$ cat src/hdl/mqoc_pkg.sv
// shared constants and types for the multi-queue output port control
package mqoc_pkg;

	// ----------------------------------------------------------------
	// bus widths and port ranges
	// ----------------------------------------------------------------
	localparam int            DATA_W      = 36;
	localparam int            QADDR_W     = 5;
	localparam int            ID_W        = 3;
	localparam int            QSEL_W      = 2;
	localparam int            NUM_QUEUES  = 4;
	localparam int            APB_AW      = 12;
	localparam int            APB_DW      = 32;

	// ----------------------------------------------------------------
	// port width codes
	// ----------------------------------------------------------------
	typedef enum logic [1:0] {
		MQOC_W9,
		MQOC_W18,
		MQOC_W36
	} mqoc_width_t;

	localparam logic [DATA_W-1:0] MASK_X9  = 36'h0000001ff;
	localparam logic [DATA_W-1:0] MASK_X18 = 36'h00003ffff;
	localparam logic [DATA_W-1:0] MASK_X36 = 36'hfffffffff;

	// ----------------------------------------------------------------
	// register map
	// ----------------------------------------------------------------
	localparam logic [APB_AW-1:0] OFS_CTRL = 12'h000;
	localparam logic [APB_AW-1:0] OFS_STAT = 12'h004;
	localparam logic [APB_AW-1:0] OFS_CFG  = 12'h008;

	// ctrl fields
	localparam int CTRL_PROG_DONE = 0;

	// status fields
	localparam int STAT_PROG_DONE = 0;
	localparam int STAT_OWNER     = 1;
	localparam int STAT_DISCARD   = 2;
	localparam int STAT_QUEUE_LSB = 3;
	localparam int STAT_OV_N      = 5;
	localparam int STAT_OV_DRIVE  = 6;
	localparam int STAT_IN_RESET  = 7;

	// cfg fields (values latched at master reset)
	localparam int CFG_MASTER     = 0;
	localparam int CFG_IN_W_LSB   = 1;
	localparam int CFG_OUT_W_LSB  = 3;
	localparam int CFG_ID_LSB     = 5;
	localparam int CFG_BM         = 8;

	// ----------------------------------------------------------------
	// reset values and timing
	// ----------------------------------------------------------------
	localparam logic              RST_PROG_DONE = 1'b0;
	localparam logic              RST_MASTER    = 1'b1;
	localparam logic [ID_W-1:0]   RST_ID        = 3'h0;
	localparam logic [QSEL_W-1:0] RST_QUEUE     = 2'h0;
	localparam logic              RST_OV_N      = 1'b1;
	localparam int                OV_STAGES     = 2;

endpackage : mqoc_pkg

$ cat src/hdl/mqoc_width_decode.sv
// decode of the latched width straps into port width codes
`timescale 1ns/1ps
module mqoc_width_decode
	import mqoc_pkg::*;
(
	input  wire logic        in_sel,
	input  wire logic        out_sel,
	input  wire logic        match_sel,
	output mqoc_width_t      in_width,
	output mqoc_width_t      out_width
);

	// ----------------------------------------------------------------
	// width table
	// ----------------------------------------------------------------
	// RULE1 width combination decode
	always_comb begin
		in_width  = MQOC_W36;
		out_width = MQOC_W36;
		if (match_sel) begin
			case ({in_sel, out_sel})
				2'b00: in_width  = MQOC_W18;
				2'b10: in_width  = MQOC_W9;
				2'b01: out_width = MQOC_W18;
				2'b11: out_width = MQOC_W9;
				default: begin
					in_width  = MQOC_W36;
					out_width = MQOC_W36;
				end
			endcase
		end
	end

endmodule : mqoc_width_decode

$ cat src/hdl/mqoc_flag_pipe.sv
// two-stage delay line for the output valid flag and its drive enable
`timescale 1ns/1ps
module mqoc_flag_pipe
	import mqoc_pkg::*;
(
	input  wire logic        pclk,
	input  wire logic        presetn,
	input  wire logic        clk_en,
	input  wire logic        valid_n_in,
	input  wire logic        drive_in,
	output logic             valid_n_out,
	output logic             drive_out
);

	logic [1:0] stage_q [OV_STAGES];
	logic [1:0] stage_d [OV_STAGES];

	// ----------------------------------------------------------------
	// stages
	// ----------------------------------------------------------------
	// RULE10 delay matches data path
	for (genvar s = 0; s < OV_STAGES; s++) begin : g_stage
		if (s == 0) begin : g_first
			assign stage_d[s] = clk_en ? {drive_in, valid_n_in} : stage_q[s];
		end else begin : g_next
			assign stage_d[s] = clk_en ? stage_q[s-1] : stage_q[s];
		end
		always_ff @(posedge pclk or negedge presetn) begin
			if (!presetn) begin
				stage_q[s] <= {1'b0, RST_OV_N};
			end else begin
				stage_q[s] <= stage_d[s];
			end
		end
	end

	assign valid_n_out = stage_q[OV_STAGES-1][0];
	assign drive_out   = stage_q[OV_STAGES-1][1];

endmodule : mqoc_flag_pipe

$ cat src/hdl/mqoc_output_ctrl.sv
// read-side output control of a chained multi-queue flow-control device
//
// Operation
// RULE1: port widths come from the input, output and bus matching straps; one port is x36.
// RULE2: master_select sampled in master reset makes the device chain master when high.
// RULE3: after master reset the master drives shared outputs first and slaves stay floating.
// RULE4: a lone device must have master_select held high by the board.
// RULE5: a master reset is chip_reset_n going from high to low and back to high.
// RULE6: after each master reset software programs the device before queue operation.
// RULE7: discard_queue_select with a read address selects the discard queue, not storage.
// RULE8: on the master qout_drive_enable_n drives or floats read_data_out without a clock.
// RULE9: a slave floats read_data_out until selected, then qout_drive_enable_n governs it.
// RULE10: output_valid_n shows the newly selected queue two read clocks after selection.
// RULE11: a selected queue read to empty makes output_valid_n high.
// RULE12: output_valid_n can float so that chained valid flags share one line.
// RULE13: the upper three read address bits select the device by chain_position_code.
// RULE14: straps are captured at master reset release and held until the next one.
//
// The APB interface to the registers and the address map were chosen for this implementation.
`timescale 1ns/1ps
module mqoc_output_ctrl
	import mqoc_pkg::*;
(
	input  wire logic                pclk,
	input  wire logic                presetn,
	input  wire logic                clk_en,
	input  wire logic                psel,
	input  wire logic                penable,
	input  wire logic                pwrite,
	input  wire logic [APB_AW-1:0]   paddr,
	input  wire logic [APB_DW-1:0]   pwdata,
	output logic      [APB_DW-1:0]   prdata,
	output logic                     pready,
	output logic                     pslverr,
	input  wire logic                chip_reset_n,
	input  wire logic                master_select,
	input  wire logic                input_width_select,
	input  wire logic                output_width_select,
	input  wire logic                bus_matching_select,
	input  wire logic [ID_W-1:0]     chain_position_code,
	input  wire logic [QADDR_W-1:0]  read_queue_address,
	input  wire logic                read_address_enable,
	input  wire logic                discard_queue_select,
	input  wire logic                qout_drive_enable_n,
	input  wire logic [NUM_QUEUES-1:0] queue_empty,
	input  wire logic [DATA_W-1:0]   read_data_in,
	output logic      [DATA_W-1:0]   read_data_out,
	output logic                     read_data_oe,
	output logic                     output_valid_n,
	output logic                     output_valid_oe,
	output logic      [QSEL_W-1:0]   selected_queue,
	output logic                     discard_selected,
	output mqoc_width_t              in_width,
	output mqoc_width_t              out_width
);

	// ----------------------------------------------------------------
	// strap capture
	// ----------------------------------------------------------------
	logic            cfg_master_q, cfg_master_d;
	logic            cfg_iw_q,     cfg_iw_d;
	logic            cfg_ow_q,     cfg_ow_d;
	logic            cfg_bm_q,     cfg_bm_d;
	logic [ID_W-1:0] cfg_id_q,     cfg_id_d;

	// straps track the pins while reset is low, so the last value before release sticks
	always_comb begin
		cfg_master_d = cfg_master_q;
		cfg_iw_d     = cfg_iw_q;
		cfg_ow_d     = cfg_ow_q;
		cfg_bm_d     = cfg_bm_q;
		cfg_id_d     = cfg_id_q;
		// RULE14 capture at reset release
		if (clk_en && !chip_reset_n) begin
			// RULE2 master or slave
			cfg_master_d = master_select;
			cfg_iw_d     = input_width_select;
			cfg_ow_d     = output_width_select;
			cfg_bm_d     = bus_matching_select;
			cfg_id_d     = chain_position_code;
		end
	end

	always_ff @(posedge pclk or negedge presetn) begin
		if (!presetn) begin
			cfg_master_q <= RST_MASTER;
			cfg_iw_q     <= 1'b0;
			cfg_ow_q     <= 1'b0;
			cfg_bm_q     <= 1'b0;
			cfg_id_q     <= RST_ID;
		end else begin
			cfg_master_q <= cfg_master_d;
			cfg_iw_q     <= cfg_iw_d;
			cfg_ow_q     <= cfg_ow_d;
			cfg_bm_q     <= cfg_bm_d;
			cfg_id_q     <= cfg_id_d;
		end
	end

	mqoc_width_decode u_width (
		.in_sel    (cfg_iw_q),
		.out_sel   (cfg_ow_q),
		.match_sel (cfg_bm_q),
		.in_width  (in_width),
		.out_width (out_width)
	);

	// ----------------------------------------------------------------
	// read port selection
	// ----------------------------------------------------------------
	logic              prog_done_q, prog_done_d;
	logic              owner_q,     owner_d;
	logic              discard_q,   discard_d;
	logic [QSEL_W-1:0] queue_q,     queue_d;
	logic              sel_take;
	logic              id_match;
	logic              prog_set;

	// RULE13 device match on upper address bits
	assign id_match = read_queue_address[QADDR_W-1 -: ID_W] == cfg_id_q;
	// RULE6 selection only once programmed
	assign sel_take = clk_en && chip_reset_n && prog_done_q && read_address_enable;

	always_comb begin
		owner_d     = owner_q;
		discard_d   = discard_q;
		queue_d     = queue_q;
		prog_done_d = prog_done_q;
		if (clk_en && prog_set) begin
			prog_done_d = 1'b1;
		end
		if (clk_en && !chip_reset_n) begin
			// RULE3 master takes the shared outputs first
			owner_d     = cfg_master_d;
			discard_d   = 1'b0;
			queue_d     = RST_QUEUE;
			prog_done_d = RST_PROG_DONE;
		end else if (sel_take) begin
			// RULE9 slave owns outputs only once selected
			owner_d = id_match;
			if (id_match) begin
				// RULE7 discard queue selection
				discard_d = discard_queue_select;
				queue_d   = read_queue_address[QSEL_W-1:0];
			end
		end
	end

	always_ff @(posedge pclk or negedge presetn) begin
		if (!presetn) begin
			owner_q     <= RST_MASTER;
			discard_q   <= 1'b0;
			queue_q     <= RST_QUEUE;
			prog_done_q <= RST_PROG_DONE;
		end else begin
			owner_q     <= owner_d;
			discard_q   <= discard_d;
			queue_q     <= queue_d;
			prog_done_q <= prog_done_d;
		end
	end

	assign selected_queue   = queue_q;
	assign discard_selected = discard_q;

	// ----------------------------------------------------------------
	// data output
	// ----------------------------------------------------------------
	logic [DATA_W-1:0] rd_data_q, rd_data_d;
	logic [DATA_W-1:0] out_mask;

	always_comb begin
		case (out_width)
			MQOC_W9:  out_mask = MASK_X9;
			MQOC_W18: out_mask = MASK_X18;
			default:  out_mask = MASK_X36;
		endcase
		rd_data_d = clk_en ? (read_data_in & out_mask) : rd_data_q;
	end

	always_ff @(posedge pclk or negedge presetn) begin
		if (!presetn) begin
			rd_data_q <= '0;
		end else begin
			rd_data_q <= rd_data_d;
		end
	end

	assign read_data_out = rd_data_q;
	// RULE8 enable is a plain gate, no clock involved
	assign read_data_oe  = owner_q && chip_reset_n && !qout_drive_enable_n;

	// ----------------------------------------------------------------
	// output valid flag
	// ----------------------------------------------------------------
	logic ov_raw_n;
	logic ov_drive;

	// RULE11 empty or discard queue reads as invalid
	assign ov_raw_n = discard_q || queue_empty[queue_q];

	mqoc_flag_pipe u_ov_pipe (
		.pclk        (pclk),
		.presetn     (presetn),
		.clk_en      (clk_en),
		.valid_n_in  (ov_raw_n),
		.drive_in    (owner_q),
		.valid_n_out (output_valid_n),
		.drive_out   (ov_drive)
	);

	// RULE12 deselected devices float the shared flag
	assign output_valid_oe = ov_drive;

	// ----------------------------------------------------------------
	// apb slave
	// ----------------------------------------------------------------
	logic [APB_DW-1:0] prdata_q, prdata_d;
	logic              addr_ok;
	logic              setup;

	assign addr_ok  = paddr == OFS_CTRL || paddr == OFS_STAT || paddr == OFS_CFG;
	assign setup    = psel && !penable;
	assign pready   = clk_en;
	assign pslverr  = psel && penable && !addr_ok;
	assign prog_set = psel && penable && pwrite && paddr == OFS_CTRL && pwdata[CTRL_PROG_DONE];
	assign prdata   = prdata_q;

	// read data is staged in the setup cycle so prdata comes from a flop
	always_comb begin
		prdata_d = prdata_q;
		if (clk_en && setup) begin
			prdata_d = '0;
			case (paddr)
				OFS_CTRL: prdata_d[CTRL_PROG_DONE] = prog_done_q;
				OFS_STAT: begin
					prdata_d[STAT_PROG_DONE]                = prog_done_q;
					prdata_d[STAT_OWNER]                    = owner_q;
					prdata_d[STAT_DISCARD]                  = discard_q;
					prdata_d[STAT_QUEUE_LSB +: QSEL_W]      = queue_q;
					prdata_d[STAT_OV_N]                     = output_valid_n;
					prdata_d[STAT_OV_DRIVE]                 = ov_drive;
					prdata_d[STAT_IN_RESET]                 = !chip_reset_n;
				end
				OFS_CFG: begin
					prdata_d[CFG_MASTER]        = cfg_master_q;
					prdata_d[CFG_IN_W_LSB +: 2] = in_width;
					prdata_d[CFG_OUT_W_LSB +: 2] = out_width;
					prdata_d[CFG_ID_LSB +: ID_W] = cfg_id_q;
					prdata_d[CFG_BM]            = cfg_bm_q;
				end
				default: prdata_d = '0;
			endcase
		end
	end

	always_ff @(posedge pclk or negedge presetn) begin
		if (!presetn) begin
			prdata_q <= '0;
		end else begin
			prdata_q <= prdata_d;
		end
	end

	// ----------------------------------------------------------------
	// checks
	// ----------------------------------------------------------------
	chk_width_one_x36: assert property ( // RULE1
		@(posedge pclk) disable iff (!presetn)
		(in_width == MQOC_W36) || (out_width == MQOC_W36))
		else $error("neither port is x36");

	chk_width_table: assert property ( // RULE1
		@(posedge pclk) disable iff (!presetn)
		cfg_bm_q ? ((out_width != MQOC_W36) == cfg_ow_q) : (in_width == out_width))
		else $error("width table broken");

	chk_master_capture: assert property ( // RULE2
		@(posedge pclk) disable iff (!presetn)
		(clk_en && !chip_reset_n) |=> cfg_master_q == $past(master_select))
		else $error("master strap not captured");

	chk_slave_quiet: assert property ( // RULE3
		@(posedge pclk) disable iff (!presetn)
		$rose(chip_reset_n) && !cfg_master_q |-> !read_data_oe && !output_valid_oe)
		else $error("slave drives after master reset");

	chk_discard_select: assert property ( // RULE7
		@(posedge pclk) disable iff (!presetn)
		sel_take && id_match && discard_queue_select |=> discard_q && owner_q)
		else $error("discard queue not selected");

	chk_oe_async: assert property ( // RULE8
		@(posedge pclk) disable iff (!presetn)
		owner_q && chip_reset_n |-> read_data_oe == !qout_drive_enable_n)
		else $error("data enable ignores drive enable");

	chk_slave_float: assert property ( // RULE9
		@(posedge pclk) disable iff (!presetn)
		!owner_q |-> !read_data_oe)
		else $error("unselected device drives data");

	chk_ov_delay: assert property ( // RULE10
		@(posedge pclk) disable iff (!presetn)
		$past(presetn) && $past(presetn, 2) && $past(clk_en) && $past(clk_en, 2)
		|-> output_valid_n == $past(ov_raw_n, 2))
		else $error("valid flag delay wrong");

	chk_empty_ov: assert property ( // RULE11
		@(posedge pclk) disable iff (!presetn)
		clk_en [*2] ##0 (queue_empty[queue_q] && $stable(queue_q) && $stable(queue_empty))
		##1 clk_en |-> output_valid_n)
		else $error("empty queue flagged valid");

	chk_ov_float: assert property ( // RULE12
		@(posedge pclk) disable iff (!presetn)
		$past(clk_en) && $past(clk_en, 2) && $past(!owner_q, 2) |-> !output_valid_oe)
		else $error("valid flag driven while deselected");

	chk_id_select: assert property ( // RULE13
		@(posedge pclk) disable iff (!presetn)
		sel_take && !id_match |=> !owner_q)
		else $error("device kept outputs on other id");

	chk_cfg_hold: assert property ( // RULE14
		@(posedge pclk) disable iff (!presetn)
		chip_reset_n |=> $stable(cfg_master_q) && $stable(cfg_id_q) && $stable(cfg_bm_q))
		else $error("straps changed outside master reset");

endmodule : mqoc_output_ctrl

$ cat config.mk
export PLATFORM = sky130hd
export DESIGN_NAME = mqoc_output_ctrl
export DESIGN_NICKNAME = d
export VERILOG_FILES = /design/src/hdl/mqoc_pkg.sv /design/src/hdl/mqoc_width_decode.sv /design/src/hdl/mqoc_flag_pipe.sv /design/src/hdl/mqoc_output_ctrl.sv
export SDC_FILE = /design/constraint.sdc
export NUM_CORES = 1
export LEC_CHECK = 0
export BUFFER_PORTS_ARGS = -buffer_cell sky130_fd_sc_hd__buf_4
export CORE_MARGIN = 4
export CORE_UTILIZATION = 43
export CTS_BUF_LIST = sky130_fd_sc_hd__clkbuf_8
export CTS_CLUSTER_DIAMETER = 50
export CTS_CLUSTER_SIZE = 10
export DETAILED_ROUTE_END_ITERATION = 16
export PLACE_DENSITY = 0.83
export SETUP_SLACK_MARGIN = 0.15
export SLEW_MARGIN = 5
export SYNTH_ARGS = -nofsm -noshare
export SYNTH_HDL_FRONTEND = slang
export SYNTH_SLANG_ARGS = --single-unit
$ cat constraint.sdc
create_clock -name pclk -period 1.4 [get_ports pclk]
set_input_delay 0.21 -clock pclk [delete_from_list [all_inputs] [get_ports pclk]]
set_output_delay 0.21 -clock pclk [all_outputs]
set_load 0.02 [all_outputs]
Word level (Yosys, flattened, before mapping)
Index checks and enable logic that the tools add are counted.
Storage, ports and cells
  register bits: 61
  latch bits: 0
  bits in writable memories: 0
  memory bits (read-only): 0
  input port bits: 106
  memories kept: 0
Cells by class
  add/sub/neg operators: 0
  $mul: 0
  divide/modulo/power cells: 0
  order comparisons: 1
  eq/ne operators: 7
  shift-type cells: 0
  muxes and demuxes: 21
  bitwise operators: 1
  reductions and logical operators: 29
Operators with widths (count)
  case mux 36 bit (2 select lines): 1
  AND 36 bit: 1
  logical AND 1 bit: 14
  case mux 7 bit (2 select lines): 1
  equality test 12 x 3 -> 1 bit (second input constant): 1
  equality test 12 x 4 -> 1 bit (second input constant): 1
  logical NOT 12 bit: 1
  2-to-1 mux 1 bit: 10
  2-to-1 mux 2 bit: 5
  case mux 2 bit (2 select lines): 2
  nonzero test 2 bit: 3
  equality test 2 x 1 -> 1 bit (second input constant): 2
  equality test 2 bit (second input constant): 2
  logical NOT 1 bit: 4
  logical NOT 2 bit: 2
  equality test 3 bit: 1
  logical OR 1 bit: 3
  less-than comparator 2 x 3 -> 1 bit (second input constant): 1
  binary-select mux 1 bit (select 2 bit): 1
  case mux 1 bit (2 select lines): 1
  AND reduction 2 bit: 1
  OR reduction 2 bit: 1

Longest topological paths before layout
  depth after elaboration: 7
  gate-level depth with buffers: 5

Hierarchy
A second synthesis with hierarchy kept.
Unflattened totals
  cells, all modules: 285
  area total of the unflattened synthesis: 2870.3 um2
By module, submodules not included
  mqoc_output_ctrl: instances 1, cells an instance 273, area each 2691.3 um2, seq. area each 1428.9 um2
  mqoc_flag_pipe: instances 1, cells an instance 8, area each 147.6 um2, seq. area each 102.6 um2
  mqoc_width_decode: instances 1, cells an instance 4, area each 31.3 um2, seq. area each 0.0 um2

Worst setup path before layout
OpenSTA, ideal clock, no wires.
  path type: register to output
  start: register cfg_bm_q
  end: output out_width[0]
  arrival time: 1119 ps
  path slack: 71 ps
  cell stages (with the launch flop): 4
  buffers on the path: 1
  path through: dfrtp_1 nand2_1 clkbuf_1 nor2_1
Between the ends
  cells in the longest elaborated chain, start to end: 1
Ends and longest elaborated chain
  start, declared: RTL line mqoc_output_ctrl.sv:63  | logic cfg_bm_q, cfg_bm_d;
  start signal, assigned: RTL line mqoc_output_ctrl.sv:95  | cfg_bm_q <= cfg_bm_d;
  2-to-1 mux 2 bit: RTL line mqoc_width_decode.sv:20  | if (match_sel) begin
  end, declared: RTL line mqoc_output_ctrl.sv:54  | output mqoc_width_t out_width
Every way passes these cells.

Worst setup path in the final report
  start: register owner_q
  end: output read_data_oe
Between the ends
  cells in the longest elaborated chain, start to end: 2
Ends and longest elaborated chain
  start, declared: RTL line mqoc_output_ctrl.sv:112  | logic owner_q, owner_d;
  start signal, assigned: RTL line mqoc_output_ctrl.sv:156  | owner_q <= owner_d;
  logical AND 1 bit (2 in series): RTL line mqoc_output_ctrl.sv:191  | assign read_data_oe = owner_q && chip_reset_n && !qout_drive_enable_n;
  end, declared: RTL line mqoc_output_ctrl.sv:48  | output logic read_data_oe,
Every way passes these cells.

==> key figures <==
Yosys
  • Simple-gate portion of the synthesized area: 14.4%
  • Post-Synth XOR/XNOR Area: 0.926%
  • Seq cells post-synth: 61
  • Fraction of the mapped netlist area in adder cells: 0%
  • Compound-gate portion of the synthesized area: 12.8%
  • Post-synth EDFFs: 0
  • Synth Cell Area: 2840 µm²
  • YS warnings: 0
  • Count of cell types in the netlist: 35
  • Main synth FF type: dfrtp_1
  • Syn avg cell area: 10.5 µm²
  • Cells after Synth: 271
  • Sequential element share of the synthesized area: 53.9%
  • Mux cell area share after synthesis: 6.61%
  • Largest family of logic cells by synthesized area: simple AND/OR/NAND/NOR gates
  • Async SR Flop Fraction: 100%

Route
  • # DRC: 0
  • Antenna-violating nets left: 0
  • Total number of vias: 2430
  • Post-Route WL: 7.56 mm
  • DRT Pass-1 Iters: 4
  • Via/cell ratio: 4.87
  • WL/cell: 15.1 µm
  • DRT iter0 DRCs: 89

Timing
  • Slew of the pin with the lowest slew margin: 0.541 ns
  • Slew HR: 63.9%
  • Max Freq: 738 MHz
  • Finish-stage setup viols: 0
  • Final worst-path cycle share: 96.7%
  • Clk_skew: 0.0102 ns
  • Post-layout minimum cycle time: 1.35 ns
  • Worst hold slack: 0.0721 ns
  • Slew Limit Fails: 0
  • RSZ-0062 raised after global routing: yes
  • Hold Vio Cnt, Final: 0
  • Worst setup margin: 0.0458 ns

Hold path
  • HP Class: in -> reg

Pwr
  • Power Total: 4.90 mW
  • Max VDD drop: 850 µV
  • PwrDens: 1160 nW/µm²
  • Leak Pwr: 2.15 nW

CTS
  • Clk sink count: 61
  • Worst skew pair latency: 0.33 ns
  • TritonCTS clock tree: built
  • Clk slew on worst S/H paths: 0.07 ns
  • Max H-tree Level: 3
  • Longest Clk Path Bufs: 2
  • CTS root buf: clkbuf_8
  • CTS buffer count: 9

Final layout
  • Final #Nets: 523
  • Ant. Diodes: 0
  • Fillers: 503
  • Synthesis-to-finish area growth: 48.7%
  • Final instance area: 4220 µm²
  • Share of cells above drive strength 1: 46.9%
  • Fin util: 66.1%

GRT
  • Initial antenna violation count: 0
  • Largest net degree at the start of global routing: 49
  • Gr usage total: 19.2%
  • First-pass GRT wire length: 11.6 mm
  • Total congestion overflow: 0
  • Vias in the first global route: 2447

Floorplanning
  • Initial Utilization: 44.5%
  • Core ar.: 6390 µm²
  • Chip height: 89.3 µm
  • Cell Rows: 29
  • Die ar.: 7970 µm²
  • Num ports: 186
  • Die width: 89.3 µm

Worst setup path
  • Slowest stage cell, crit path: dfstp_2
  • CP Launch Type: flop
  • CP bufs+invs: 1
  • Cell Chain, Critical Path: nand2_2 > nor2_1 > buf_4
  • Crit end category: primary output
  • CP required: 1.19 ns
  • Critical Path AT: 1.14 ns
  • CP Max Fanout: 2
  • Largest stage delay, worst path: 0.56 ns
  • CP delay by family, top: flip-flops
  • Kind of critical path: reg -> out

Outcome
  • Status: completed

Place
  • HPWL Detailed: 5.76 mm
  • GPL Wtd Cong: 0.840
  • DP Worst Slack: -0.0100 ns
  • Post-DP Area: 3830 µm²
  • Number of port buffers: 131

Run
  • Max cap viols: 0
## worst reg2reg max path: stages (launching register included)
cell and delay [ns]:
dfrtp_1 0.41, xor2_2 0.17, nor4_4 0.26, buf_4 0.18
mux2i_1 0.19
## path summary, 6_finish.rpt
path / to / cells past startpoint / startpoint / slack, ns
max reg2reg: selected_queue[1] / 4 / cfg_id_q[2] / 0.12
min in group asynchronous: prog_done_q / 2 / presetn / 0.37
max: read_data_oe / 3 / owner_q / 0.05
min: cfg_id_q[0] / 3 / chain_position_code[0] / 0.07
min reg2reg: cfg_master_q / 2 / cfg_master_q / 0.47
max in group asynchronous: read_data_out[33] / 3 / presetn / 0.52
## cells in the mapped netlist, types with 6 or more instances
cell	instances	area (µm²)
dfrtp_1	57	1430
nand2_1	43	161
buf_4	25	188
inv_1	20	75.1
nand3_1	19	95.1
o21ai_0	18	90.1
mux2_2	12	135
a22o_1	9	78.8
o31ai_1	8	60.1
clkbuf_1	7	26.3
nor2_1	7	26.3
a22oi_1	6	45.0
## per-layer routing
metal	GRT usage [%]	routed length, µm
met1	22.8	2840
met2	32.2	3840
met3	6.54	764
met4	7.04	108
met5	0	0
## area by class of cell
type | instances | area (µm²) | area share (%)
inverters | 21 | 78.8 | 1.87
flip-flops and latches | 61 | 1530 | 36.3
well taps | 77 | 96.3 | 2.28
repair buffers | 150 | 1160 | 27.5
clock buffers | 11 | 151 | 3.59
clock inverters | 5 | 73.8 | 1.75
multi-input cells | 174 | 1130 | 26.7
## registers in the layout, indices dropped and copies added (netlist names), 2 cells and up
signal / count
cfg_id_q: 3
selected_queue: 2
prdata: 9
u_ov_pipe.stage_q: 2
read_data_out: 36
## where the power goes
| group | switching (mW) | internal, mW | leakage (nW) |
|---|---|---|---|
| Combinational | 0.573 | 0.515 | 1.27 |
| Sequential | 0.112 | 1.93 | 0.755 |
| Clock | 0.680 | 1.09 | 0.121 |
| Total | 1.37 | 3.53 | 2.15 |
## timing repair
action / in CTS / in global routing
buffers inserted: 4 / 7
cloned: 0 / 0
pin swaps: 2 / 2
hold endpoints to repair: 28 / 0
setup endpoints to repair: 22 / 21
hold buffers: 1 / 0
resized for setup: 10 / 7
## placed cells by master (no fill, tap or decap), drive strengths merged, types with 6 or more instances in the layout
master,instances
nor2,7
nand2,43
o31ai,8
clkbuf,11
a22o,9
o21ai,18
conb,23
dfrtp,57
buf,149
mux2,12
a22oi,6
nand3,20
inv,22
## through the flow
step                setup TNS (ns)  cells
floorplan                        0    293
global placement                 0    471
detailed placement         -0.0100    471
CTS                              0    492
global route               -0.0288    499
finish                           0    499
## cells by family after synthesis
logic type / Yosys count
buffers and inverters: 58
AND/OR/NAND/NOR: 82
XOR/XNOR: 3
AO/OA/AOI/OAI: 50
other: 1
flip-flops: 61
multiplexers: 16
(Power assumes the default switching activity.)
